<file path="config.mk">
export PLATFORM = sky130hd
export DESIGN_NAME = far_sequencer
export DESIGN_NICKNAME = d
export VERILOG_FILES = /design/src/common/far_pkg.sv /design/src/core/far_sequencer.sv
export SDC_FILE = /design/constraint.sdc
export NUM_CORES = 1
export LEC_CHECK = 0
export ABC_AREA = 1
export BUFFER_PORTS_ARGS = -buffer_cell sky130_fd_sc_hd__clkbuf_2
export CORE_MARGIN = 2
export CORE_UTILIZATION = 45
export CTS_CLUSTER_DIAMETER = 100
export DETAILED_ROUTE_END_ITERATION = 8
export GPL_TIMING_DRIVEN = 0
export PLACE_DENSITY_LB_ADDON = 0.3
export SLEW_MARGIN = 30
export SYNTH_ARGS = -nofsm -noshare
export SYNTH_HDL_FRONTEND = slang
export SYNTH_SLANG_ARGS = --single-unit
</file>
<file path="constraint.sdc">
create_clock -name ref_clk_i -period 10.55 [get_ports ref_clk_i]
set_input_delay 1.5825 -clock ref_clk_i [delete_from_list [all_inputs] [get_ports ref_clk_i]]
set_output_delay 1.5825 -clock ref_clk_i [all_outputs]
set_load 0.05 [all_outputs]
</file>
<file path="src/common/far_pkg.sv">
// Constants and types for the fault auto restart sequencer.
// Assumes one 250 MHz system clock and second-based timers.
package far_pkg;

    // Clock rate and the one-second tick derived from it
    localparam int unsigned CLK_HZ    = 250_000_000;
    localparam int unsigned TICK_S    = 1;
    localparam int unsigned TICK_CYC  = CLK_HZ * TICK_S;
    localparam int          TICK_W    = 28;

    // Field widths
    localparam int          SEC_W     = 13;
    localparam int          CNT_W     = 4;
    localparam int          OUT_W     = 24;
    localparam int          PROD_W    = SEC_W + CNT_W;
    localparam int          TRIP_W    = 8;
    localparam int          PIN_W     = 3;

    // Pin vector positions
    localparam int          PIN_START = 0;
    localparam int          PIN_STOP  = 1;
    localparam int          PIN_RST   = 2;

    // Programmable limits
    localparam logic [SEC_W-1:0] DELAY_MAX = 13'h1C20;
    localparam logic [CNT_W-1:0] ATT_MAX   = 4'hA;
    localparam logic [SEC_W-1:0] FREE_MIN  = 13'h0078;
    localparam logic [SEC_W-1:0] FREE_MAX  = 13'h1C20;
    localparam logic [SEC_W-1:0] SEC_ZERO  = 13'h0000;
    localparam logic [CNT_W-1:0] CNT_ZERO  = 4'h0;

    // Start/stop command source
    localparam logic [1:0] MODE_2W   = 2'h0;
    localparam logic [1:0] MODE_3W   = 2'h1;
    localparam logic [1:0] MODE_COMM = 2'h2;

    // Saved sequence phase
    localparam logic PH_DELAY = 1'b0;
    localparam logic PH_RUN   = 1'b1;

    // Sequencer states, Gray along power-up, idle, wait, restart, run
    typedef enum logic [2:0] {
        ST_PWRUP   = 3'h0,
        ST_IDLE    = 3'h1,
        ST_DELAY   = 3'h3,
        ST_RESTART = 3'h2,
        ST_RUN     = 3'h6,
        ST_LOCKOUT = 3'h7
    } far_state_t;

endpackage : far_pkg

</file>
<file path="src/core/far_sequencer.sv">
// Fault auto restart sequencer: retries a start after selected trips.
// Assumes trips and comms commands come from the same clock;
// start, stop and reset pins are asynchronous. A retained store outside
// holds the nv_* outputs across a control supply loss and returns them
// with the outage length on restore_i.
`timescale 1ns/1ps
`default_nettype none

module far_sequencer #(
    parameter int unsigned TICK_CYCLES = far_pkg::TICK_CYC  // Shorten in simulation
) (
    input  wire logic                       ref_clk_i,      // System clock
    input  wire logic                       rst_n_i,        // Sync reset, low
    input  wire logic                       clk_en_i,       // Freezes state when low
    input  wire logic                       ar_enable_i,    // Auto restart on
    input  wire logic [far_pkg::SEC_W-1:0]  delay_s_i,      // Retry wait, s
    input  wire logic [far_pkg::CNT_W-1:0]  attempts_i,     // Retry limit
    input  wire logic [far_pkg::SEC_W-1:0]  free_s_i,       // Trip-free time, s
    input  wire logic [far_pkg::TRIP_W-1:0] trip_sel_i,     // Resettable set
    input  wire logic [far_pkg::TRIP_W-1:0] trip_i,         // Active trips
    input  wire logic [1:0]                 mode_i,         // Command source
    input  wire logic                       hand_opt_i,     // Hand/auto option
    input  wire logic                       hand_sel_i,     // Hand selected
    input  wire logic [far_pkg::PIN_W-1:0]  pins_i,         // Reset, stop, start
    input  wire logic                       comm_start_i,   // Comms start pulse
    input  wire logic                       comm_stop_i,    // Comms stop pulse
    input  wire logic                       restore_i,      // Power-up restore pulse
    input  wire logic [far_pkg::OUT_W-1:0]  outage_s_i,     // Unpowered time, s
    input  wire logic                       rs_active_i,    // Saved: sequence on
    input  wire logic                       rs_phase_i,     // Saved: phase
    input  wire logic                       rs_start_i,     // Saved: start state
    input  wire logic [far_pkg::CNT_W-1:0]  rs_att_i,       // Saved attempts left
    input  wire logic [far_pkg::SEC_W-1:0]  rs_delay_i,     // Saved wait left
    input  wire logic [far_pkg::SEC_W-1:0]  rs_free_i,      // Saved free left
    output logic                            trip_clear_o,   // Clear trip pulse
    output logic                            start_req_o,    // Restart pulse
    output logic                            trip_reset_o,   // Two-wire reset pulse
    output logic                            rst_inhibit_o,  // Mask remote-start trip
    output logic [far_pkg::CNT_W-1:0]       att_left_o,     // Attempts left
    output logic [far_pkg::SEC_W-1:0]       delay_left_o,   // Wait left, s
    output logic                            pending_o,      // Restart pending
    output logic [far_pkg::SEC_W-1:0]       free_left_o,    // Trip-free left, s
    output logic                            lockout_o,      // Retries exhausted
    output logic                            nv_active_o,    // Save: sequence on
    output logic                            nv_phase_o,     // Save: phase
    output logic                            nv_start_o      // Save: start state
);

    // Saturating limit helper, used for wait and trip-free time settings
    function automatic logic [far_pkg::SEC_W-1:0] sat_max(
        input logic [far_pkg::SEC_W-1:0] v,
        input logic [far_pkg::SEC_W-1:0] m
    );
        sat_max = (v > m) ? m : v;
    endfunction : sat_max

    // Saturating subtract of outage time from a saved countdown
    function automatic logic [far_pkg::SEC_W-1:0] sub_sat(
        input logic [far_pkg::SEC_W-1:0] v,
        input logic [far_pkg::OUT_W-1:0] d
    );
        sub_sat = ({11'h000, v} > d) ? (v - d[far_pkg::SEC_W-1:0]) : far_pkg::SEC_ZERO;
    endfunction : sub_sat

    localparam logic [far_pkg::TICK_W-1:0] TICK_LAST = far_pkg::TICK_W'(TICK_CYCLES - 1);

    logic [far_pkg::PIN_W-1:0]  meta_reg;
    logic [far_pkg::PIN_W-1:0]  sync_reg;
    logic [far_pkg::PIN_W-1:0]  prev_reg;
    logic [far_pkg::TICK_W-1:0] tick_cnt_reg;
    logic                       tick;
    logic                       run_cmd_reg;
    far_pkg::far_state_t        state_reg, state_next;
    logic [far_pkg::CNT_W-1:0]  att_reg, att_next;
    logic [far_pkg::SEC_W-1:0]  dly_reg, dly_next;
    logic [far_pkg::SEC_W-1:0]  free_reg, free_next;
    logic                       pulse_next;
    logic [far_pkg::SEC_W-1:0]  delay_set;
    logic [far_pkg::CNT_W-1:0]  att_set;
    logic [far_pkg::SEC_W-1:0]  free_set;
    logic [far_pkg::PROD_W-1:0] budget;
    logic                       two_wire;
    logic                       fault;
    logic                       start_rise;
    logic                       stop_evt;
    logic                       op_reset;
    logic                       hand;
    logic                       abort;

    // Two-flop synchronisers for the asynchronous pins
    genvar gi;
    generate
        for (gi = 0; gi < far_pkg::PIN_W; gi++) begin : g_sync
            always_ff @(posedge ref_clk_i) begin
                if (!rst_n_i) begin
                    meta_reg[gi] <= 1'b0;
                    sync_reg[gi] <= 1'b0;
                    prev_reg[gi] <= 1'b0;
                end else if (clk_en_i) begin
                    meta_reg[gi] <= pins_i[gi];
                    sync_reg[gi] <= meta_reg[gi];
                    prev_reg[gi] <= sync_reg[gi];
                end
            end
        end
    endgenerate

    // Settings clamped to their legal ranges
    assign delay_set = sat_max(delay_s_i, far_pkg::DELAY_MAX);
    assign att_set   = (attempts_i > far_pkg::ATT_MAX) ? far_pkg::ATT_MAX : attempts_i;
    assign free_set  = (free_s_i < far_pkg::FREE_MIN) ? far_pkg::FREE_MIN
                                                      : sat_max(free_s_i, far_pkg::FREE_MAX);
    assign budget    = far_pkg::PROD_W'(delay_set * att_set);

    // Command decode; two-wire takes stop from the start level low and a reset from its rise
    assign two_wire   = (mode_i == far_pkg::MODE_2W);
    assign fault      = |(trip_i & trip_sel_i);
    assign start_rise = sync_reg[far_pkg::PIN_START] & ~prev_reg[far_pkg::PIN_START];
    assign stop_evt   = two_wire ? ~sync_reg[far_pkg::PIN_START]
                                 : (comm_stop_i
                                    | (sync_reg[far_pkg::PIN_STOP] & ~prev_reg[far_pkg::PIN_STOP]));
    assign op_reset   = (sync_reg[far_pkg::PIN_RST] & ~prev_reg[far_pkg::PIN_RST])
                        | (two_wire & start_rise);
    assign hand       = hand_opt_i & hand_sel_i;
    assign abort      = hand | op_reset | stop_evt | ~ar_enable_i;

    // Second tick; held in reset until the power-up restore is done
    always_ff @(posedge ref_clk_i) begin
        if (!rst_n_i || state_reg == far_pkg::ST_PWRUP) begin
            tick_cnt_reg <= '0;
        end else if (clk_en_i) begin
            tick_cnt_reg <= (tick_cnt_reg >= TICK_LAST) ? '0 : tick_cnt_reg + 1'b1;
        end
    end
    assign tick = clk_en_i && (tick_cnt_reg >= TICK_LAST);

    // Latched start for three-wire and comms; saved across supply loss
    always_ff @(posedge ref_clk_i) begin
        if (!rst_n_i) begin
            run_cmd_reg <= 1'b0;
        end else if (clk_en_i) begin
            if (state_reg == far_pkg::ST_PWRUP) begin
                if (restore_i) begin
                    run_cmd_reg <= rs_start_i;
                end
            end else if (two_wire) begin
                run_cmd_reg <= sync_reg[far_pkg::PIN_START];
            end else if (stop_evt) begin
                run_cmd_reg <= 1'b0;
            end else if (comm_start_i
                         || (sync_reg[far_pkg::PIN_START] && !prev_reg[far_pkg::PIN_START])) begin
                run_cmd_reg <= 1'b1;
            end
        end
    end

    // Sequencer next state and counters
    always_comb begin
        state_next = state_reg;
        att_next   = att_reg;
        dly_next   = dly_reg;
        free_next  = free_reg;
        pulse_next = 1'b0;
        case (state_reg)
            far_pkg::ST_PWRUP: begin
                if (restore_i) begin
                    state_next = far_pkg::ST_IDLE;
                    att_next   = att_set;
                    dly_next   = far_pkg::SEC_ZERO;
                    free_next  = far_pkg::SEC_ZERO;
                    if (rs_active_i && ar_enable_i && !hand
                        && (two_wire ? sync_reg[far_pkg::PIN_START] : rs_start_i)
                        && (outage_s_i <= far_pkg::OUT_W'(budget))) begin
                        att_next = rs_att_i;
                        if (rs_phase_i == far_pkg::PH_DELAY) begin
                            state_next = far_pkg::ST_DELAY;
                            dly_next   = sub_sat(rs_delay_i, outage_s_i);
                        end else if (sub_sat(rs_free_i, outage_s_i) != far_pkg::SEC_ZERO) begin
                            state_next = far_pkg::ST_RUN;
                            free_next  = sub_sat(rs_free_i, outage_s_i);
                        end else begin
                            att_next = att_set;
                        end
                    end
                end
            end
            far_pkg::ST_IDLE: begin
                att_next = att_set;
                if (ar_enable_i && fault && run_cmd_reg && !hand) begin
                    if (att_set == far_pkg::CNT_ZERO) begin
                        state_next = far_pkg::ST_LOCKOUT;
                    end else begin
                        state_next = far_pkg::ST_DELAY;
                        dly_next   = delay_set;
                    end
                end
            end
            far_pkg::ST_DELAY: begin
                if (abort) begin
                    state_next = far_pkg::ST_IDLE;
                    att_next   = att_set;
                    dly_next   = far_pkg::SEC_ZERO;
                end else if (dly_reg == far_pkg::SEC_ZERO) begin
                    state_next = far_pkg::ST_RESTART;
                end else if (tick) begin
                    dly_next = dly_reg - 1'b1;
                end
            end
            far_pkg::ST_RESTART: begin
                pulse_next = 1'b1;
                att_next   = att_reg - 1'b1;
                free_next  = free_set;
                state_next = far_pkg::ST_RUN;
            end
            far_pkg::ST_RUN: begin
                if (abort) begin
                    state_next = far_pkg::ST_IDLE;
                    att_next   = att_set;
                    free_next  = far_pkg::SEC_ZERO;
                end else if (fault) begin
                    free_next = far_pkg::SEC_ZERO;
                    if (att_reg == far_pkg::CNT_ZERO) begin
                        state_next = far_pkg::ST_LOCKOUT;
                    end else begin
                        state_next = far_pkg::ST_DELAY;
                        dly_next   = delay_set;
                    end
                end else if (free_reg == far_pkg::SEC_ZERO) begin
                    state_next = far_pkg::ST_IDLE;
                    att_next   = att_set;
                end else if (tick) begin
                    free_next = free_reg - 1'b1;
                end
            end
            far_pkg::ST_LOCKOUT: begin
                if (op_reset || stop_evt || hand || !ar_enable_i) begin
                    state_next = far_pkg::ST_IDLE;
                    att_next   = att_set;
                end
            end
            default: begin
                state_next = far_pkg::ST_IDLE;
            end
        endcase
    end

    // State register; power-up waits for the restore
    always_ff @(posedge ref_clk_i) begin
        if (!rst_n_i) begin
            state_reg <= far_pkg::ST_PWRUP;
        end else if (clk_en_i) begin
            state_reg <= state_next;
        end
    end

    // Countdowns and attempt counter
    always_ff @(posedge ref_clk_i) begin
        if (!rst_n_i) begin
            att_reg  <= far_pkg::CNT_ZERO;
            dly_reg  <= far_pkg::SEC_ZERO;
            free_reg <= far_pkg::SEC_ZERO;
        end else if (clk_en_i) begin
            att_reg  <= att_next;
            dly_reg  <= dly_next;
            free_reg <= free_next;
        end
    end

    // Restart pulses, one cycle each
    always_ff @(posedge ref_clk_i) begin
        if (!rst_n_i) begin
            trip_clear_o <= 1'b0;
            start_req_o  <= 1'b0;
            trip_reset_o <= 1'b0;
        end else if (clk_en_i) begin
            trip_clear_o <= pulse_next;
            start_req_o  <= pulse_next;
            trip_reset_o <= two_wire & start_rise;
        end
    end

    // Live status and retained values
    always_ff @(posedge ref_clk_i) begin
        if (!rst_n_i) begin
            att_left_o    <= far_pkg::CNT_ZERO;
            delay_left_o  <= far_pkg::SEC_ZERO;
            free_left_o   <= far_pkg::SEC_ZERO;
            pending_o     <= 1'b0;
            lockout_o     <= 1'b0;
            rst_inhibit_o <= 1'b0;
            nv_active_o   <= 1'b0;
            nv_phase_o    <= far_pkg::PH_DELAY;
            nv_start_o    <= 1'b0;
        end else if (clk_en_i) begin
            att_left_o    <= att_next;
            delay_left_o  <= dly_next;
            free_left_o   <= free_next;
            pending_o     <= (state_next == far_pkg::ST_DELAY)
                             || (state_next == far_pkg::ST_RESTART);
            lockout_o     <= (state_next == far_pkg::ST_LOCKOUT);
            rst_inhibit_o <= ar_enable_i;
            nv_active_o   <= (state_next == far_pkg::ST_DELAY)
                             || (state_next == far_pkg::ST_RESTART)
                             || (state_next == far_pkg::ST_RUN);
            nv_phase_o    <= (state_next == far_pkg::ST_RUN) ? far_pkg::PH_RUN : far_pkg::PH_DELAY;
            nv_start_o    <= run_cmd_reg;
        end
    end

endmodule : far_sequencer

`default_nettype wire

</file>
==> impl_metrics.ini, run 1 <==
[outcome]
outcome = complete, no violations

[sta]
drv_slew = 0
setup_viol = 0
period_minus_slack_ps = 7590
relSlewSlack_pct = 56.1
hold_viol_final = 0
worstMarginPinSlew_ps = 654
max_freq_mhz = 132
finalCritPeriodShare_pct = 72.0
rsz0062_at_grt = no
tns_ps = 0
clock_skew_ps = 6.24

[critical_path]
worst_setup_path_start_kind = input port
cp_slowest_cell = fa_1
critPathMaxFanout = 10
required_ps = 10830
crit_top_cell = nand2_1
cp.arrival_ps = 7880
path_class = in -> reg
critPathMaxStageDelay_ps = 530
end_kind = flip-flop

[global_route]
grt_util_met1_pct = 34.2
grt-ovfl-total = 0
grt.busiest_layer = met2
met2_usage_pct = 42.6
grt_pass1_vias = 8708
grt_antenna_before_repair = 0
grt_usage_pct = 25.5
use_met3_pct = 2.22
grt_max_degree = 15
grt_pass1_wl_mm = 41.5

[finish]
multiInputGateArea_um2 = 5950
num_antenna_cells = 0
layout.cells.non_filler = 1799
n_fill_cell = 1976
syn2layout_area_growth_pct = 16.1
nNetsFinal = 1769
largest_reg_flops = 28
drive_gt1_share_pct = 14.8
ff_latch_area_um2 = 1580
stdcell_area_um2 = 10000

[pwr]
powerDensity_nw_per_um2 = 113
leakagePower_nw = 5.20
ir_drop_mv = 0.0817
finalPower_mw = 1.13

[routing]
dr.pass1.iters = 6
wl_per_cell_um = 14.4
antenna_left = 0
wirelength_mm = 25.9
drcViolationCount = 0
drt_iter0_markers = 734
viasPerCell = 5.28
vias = 9497

[floorplanning]
die_area_um2 = 20300
row_count = 50
die_x_um = 142
fp.dieH_um = 142
initial_core_util_pct = 46.0
pin_count = 156
core_area_um2 = 18800

[logic_synthesis]
synth_enable_flop_cells = 0
ys_types = 53
yosys_warnings = 0
synth_seq_cells = 79
synth_top_area_share_pct = 18.3
synth_area_leader_cell = dfxtp_1
synth_area_leaders = dfxtp_1 (18%), nand2_1 (11%), inv_1 (11%)
syn_nets = 1604
synthArstFlopShare_pct = 0
postSynthAreaPerCell_um2 = 6.18
syn_area_um2 = 8620
synth.most_common_cell = nand2_1
synthCells = 1395
netlist_top_cells_count = nand2_1 (264), inv_1 (251), nor2_1 (201)
yosysSeqAreaShare_pct = 18.3
synth_ff_type = dfxtp_1

[clock_tree]
cts_root_buf = clkbuf_16
cts_resized = 0
cts_max_level = 3
cts.sinks = 79
cts_tree = built
cts_made_buffers = 9
postCtsSetupRepairBufs = 0
cts_hold_buf = 0
clk_path_buf_depth = 2
clk_pin_slew_ps = 60
clk_latency_ps = 340

[hold_path]
hold_class = reg -> reg

[flow_run]
maxCapViolCount = 0

[placed_design]
io_buffers = 154
dp_hpwl_mm = 21.8
finalWeightedCongestion = 0.943
place_area_um2 = 9690
dp.cells = 1783
==> layout make-up <==
cell class	instances	area share (%)
Sequential cell	79	15.8
Multi-Input combinational cell	1030	59.4
Clock buffer	10	2.39
Buffer	24	1.07
Tap cell	234	2.92
Inverter	262	9.82
Timing Repair Buffer	154	7.69
Clock inverter	6	0.899
==> kinds of logic after synthesis <==
family,Yosys count,share of synthesized area (%)
buffers and inverters,286,12.7
flip-flops,79,18.3
adder cells (fa/ha/maj),92,15.4
AND/OR/NAND/NOR,657,33.8
AO/OA/AOI/OAI,241,15.7
XOR/XNOR,40,4.06
==> report_power, final <==
group	internal (mW)	leakage (nW)	switching (mW)	total, mW
combinational	0.160	4.40	0.299	0.459
clock	0.215	0.159	0.129	0.344
sequential	0.313	0.644	0.0165	0.329
==> placed cells by master, fill, tap and decap left out, drive strengths merged, types with 5 or more instances in the layout <==
| cell type | Yosys | layout |
|---|---|---|
| nand3b | 5 | 5 |
| o211ai | 7 | 7 |
| inv | 262 | 264 |
| nor4 | 9 | 9 |
| clkbuf | 13 | 177 |
| o31ai | 6 | 6 |
| a211oi | 5 | 5 |
| a21oi | 100 | 100 |
| xnor2 | 11 | 11 |
| ha | 68 | 68 |
| nand3 | 63 | 63 |
| o22ai | 14 | 14 |
| buf | 11 | 11 |
| dfxtp | 79 | 79 |
| nor3 | 44 | 44 |
| nand2 | 275 | 275 |
| o21bai | 9 | 9 |
| xor2 | 29 | 29 |
| fa | 24 | 24 |
| nor3b | 5 | 5 |
| o21ai | 82 | 82 |
| nor2 | 218 | 218 |
| nand4 | 33 | 33 |
==> stage by stage <==
stage	hold slack [ps]	util, %	setup slack [ps]
2_1_floorplan	434	-	3750
3_3_place_gp	446	51.6	2710
3_5_place_dp	458	51.6	2630
4_1_cts	468	53.4	2950
5_1_grt	479	53.4	2310
6_report	464	53.4	2960
==> final timing paths <==
kind,from,to,slack [ps],cells after the start
setup / recovery,attempts_i[3],nv_active_o,2960,38
hold / removal,lockout_o,lockout_o,460,2
setup reg to reg,delay_left_o[0],delay_left_o[7],8000,13
hold reg to reg,lockout_o,lockout_o,460,2
==> critical path, delay by kind of cell <==
kind / cells / cell delay [ps]
buffers and inverters: 7 / 1240
AND/OR/NAND/NOR: 20 / 1990
XOR/XNOR: 1 / 150
adder cells (fa/ha/maj): 4 / 1700
AO/OA/AOI/OAI: 6 / 1200
==> per-layer routing <==
| metal | vias up | wire length (µm) | part of all wire, % |
|---|---|---|---|
| met5 | - | 0 | 0 |
| met4 | 0 | 761 | 2.9 |
| met3 | 45 | 1510 | 5.9 |
| met2 | 339 | 12000 | 46 |
| met1 | 4272 | 11600 | 45 |
| li1 | 4841 | - | - |
Note: power is estimated with default switching activity, not from simulation.
==> run 2, diff against run 1 <==
==> constraint.sdc (replaced) <==
create_clock -name ref_clk_i -period 6.37 [get_ports ref_clk_i]
set_input_delay 0.9555 -clock ref_clk_i [delete_from_list [all_inputs] [get_ports ref_clk_i]]
set_output_delay 0.9555 -clock ref_clk_i [all_outputs]
set_load 0.05 [all_outputs]
==> impl_metrics.ini, run 2 (synthesis gave the netlist of run 1 again) <==
[clock_tree]
cts_made_buffers = 9
cts_hold_buf = 0
cts.sinks = 79
cts_root_buf = clkbuf_16
cts_tree = built
clk_path_buf_depth = 2
clk_latency_ps = 340
clk_pin_slew_ps = 60
cts_max_level = 3

[routing]
viasPerCell = 5.27
drt_iter0_markers = 787
drcViolationCount = 0
antenna_left = 0
vias = 9553
dr.pass1.iters = 5
wl_per_cell_um = 14.5
wirelength_mm = 26.2

[critical_path]
end_kind = flip-flop
worst_setup_path_start_kind = input port
required_ps = 6610
cp_slowest_cell = fa_1
critPathMaxStageDelay_ps = 560
path_class = in -> reg
cp.arrival_ps = 6350
critPathMaxFanout = 10

[sta]
worstMarginPinSlew_ps = 669
period_minus_slack_ps = 6120
post-route-worst-setup-slack_ps = 254
tns_ps = 0
rsz0062_at_grt = yes
relSlewSlack_pct = 55.0
finalCritPeriodShare_pct = 96.0
clock_skew_ps = 7.48
max_freq_mhz = 164
whs_ps = 464
drv_slew = 0
setup_viol = 0
hold_viol_final = 0

[placed_design]
preCtsSetupSlack_ps = -927
finalWeightedCongestion = 0.943
io_buffers = 154
dp.cells = 1783
dp_hpwl_mm = 21.8
place_area_um2 = 9690

[global_route]
grt_antenna_before_repair = 0
grt_max_degree = 15
grt_pass1_wl_mm = 41.6
grt_usage_pct = 25.5
grt_pass1_vias = 8753
grt-ovfl-total = 0

[finish]
final_core_util_pct = 55.2
final_common_cell = nand2_1
layout_common_cells = nand2_1 (254), inv_1 (242), nor2_1 (190), clkbuf_2 (155), a21oi_1 (91)
layout.cells.non_filler = 1811
largest_reg_flops = 28
drive_gt1_share_pct = 18.9
syn2layout_area_growth_pct = 20.2
num_antenna_cells = 0
n_fill_cell = 1926
stdcell_area_um2 = 10400
nNetsFinal = 1781

[floorplanning]
fp.dieH_um = 142
die_area_um2 = 20300
die_x_um = 142
core_area_um2 = 18800
row_count = 50
pin_count = 156
initial_core_util_pct = 46.0

[pwr]
p_int_mw = 1.16
power_frac_seq_pct = 28.4
leakagePower_nw = 5.32
power_frac_comb_pct = 41.8
switchingPower_mw = 0.759
clock_power_share_pct = 29.7
ir_drop_mv = 0.137
finalPower_mw = 1.92
powerDensity_nw_per_um2 = 185
sw_frac_of_total_pct = 39.5

[flow_run]
maxCapViolCount = 0

[hold_path]
hold_class = reg -> reg

[outcome]
outcome = complete, no violations
run 2: cell types whose count changed in the layout (fill, tap and decap cells not counted), moves of 4 or more:
cell     delta
nand2_2     +6
nor2_4      +6
a21oi_1     -7
inv_2       +7
nor2_1     -11
inv_1       -9
buf_4      +11
a21oi_2     +6
nor2_2      +5
nand3_1     -4
o21ai_0     -4
nand2_1    -10
nand2_4     +4
run 2: metal layers:
layer  up-vias  wire [µm]  track usage (%)
li1       4863          -                -
met1      4299      11600             34.1
met2       337      12200             43.0
met3        54       1590             2.22
met4         0        770             9.38
met5         -          0                0
run 2: path summary, 6_finish.rpt:
kind,start,end,slack (ps),depth (start not counted)
setup / recovery,attempts_i[3],nv_active_o,250,37
hold / removal,lockout_o,lockout_o,460,2
setup reg to reg,delay_left_o[0],delay_left_o[10],3770,14
hold reg to reg,lockout_o,lockout_o,460,2
run 2: worst max-delay path, delay by kind of cell:
family / cells / cell delay (ps)
and+or+nand+nor: 16 / 1430
buffers and inverters: 8 / 1150
AOI/OAI and AO/OA: 8 / 1000
xor gates and xnor gates: 1 / 160
adders and majority gates: 4 / 1660
run 2: power groups by stage:
| stage | registers, mW | clock network [mW] | logic, mW |
|---|---|---|---|
| 3_5_place_dp | 0.556 | 0 | 0.753 |
| 6_report | 0.546 | 0.571 | 0.803 |
| 2_1_floorplan | 0.612 | 0 | 0.489 |
| 4_1_cts | 0.545 | 0.577 | 0.763 |
| 5_1_grt | 0.548 | 0.597 | 0.905 |
| 3_3_place_gp | 0.556 | 0 | 0.742 |
run 2: area by class of cell:
type | instances | area (µm²) | share of cell area (%)
buffer | 24 | 120 | 1.16
clock buffer | 10 | 239 | 2.31
clock inverter | 6 | 90.1 | 0.869
inverter | 262 | 988 | 9.54
multi-input combinational | 1030 | 6190 | 59.7
sequential | 79 | 1580 | 15.3
tap | 234 | 293 | 2.82
timing repair buffer | 166 | 865 | 8.34
run 2: timing repair:
action,4_1_cts,5_1_grt
pin swaps,3,31
endpoints found under the setup margin,37,37
setup buffers,2,10
resized for setup,14,66
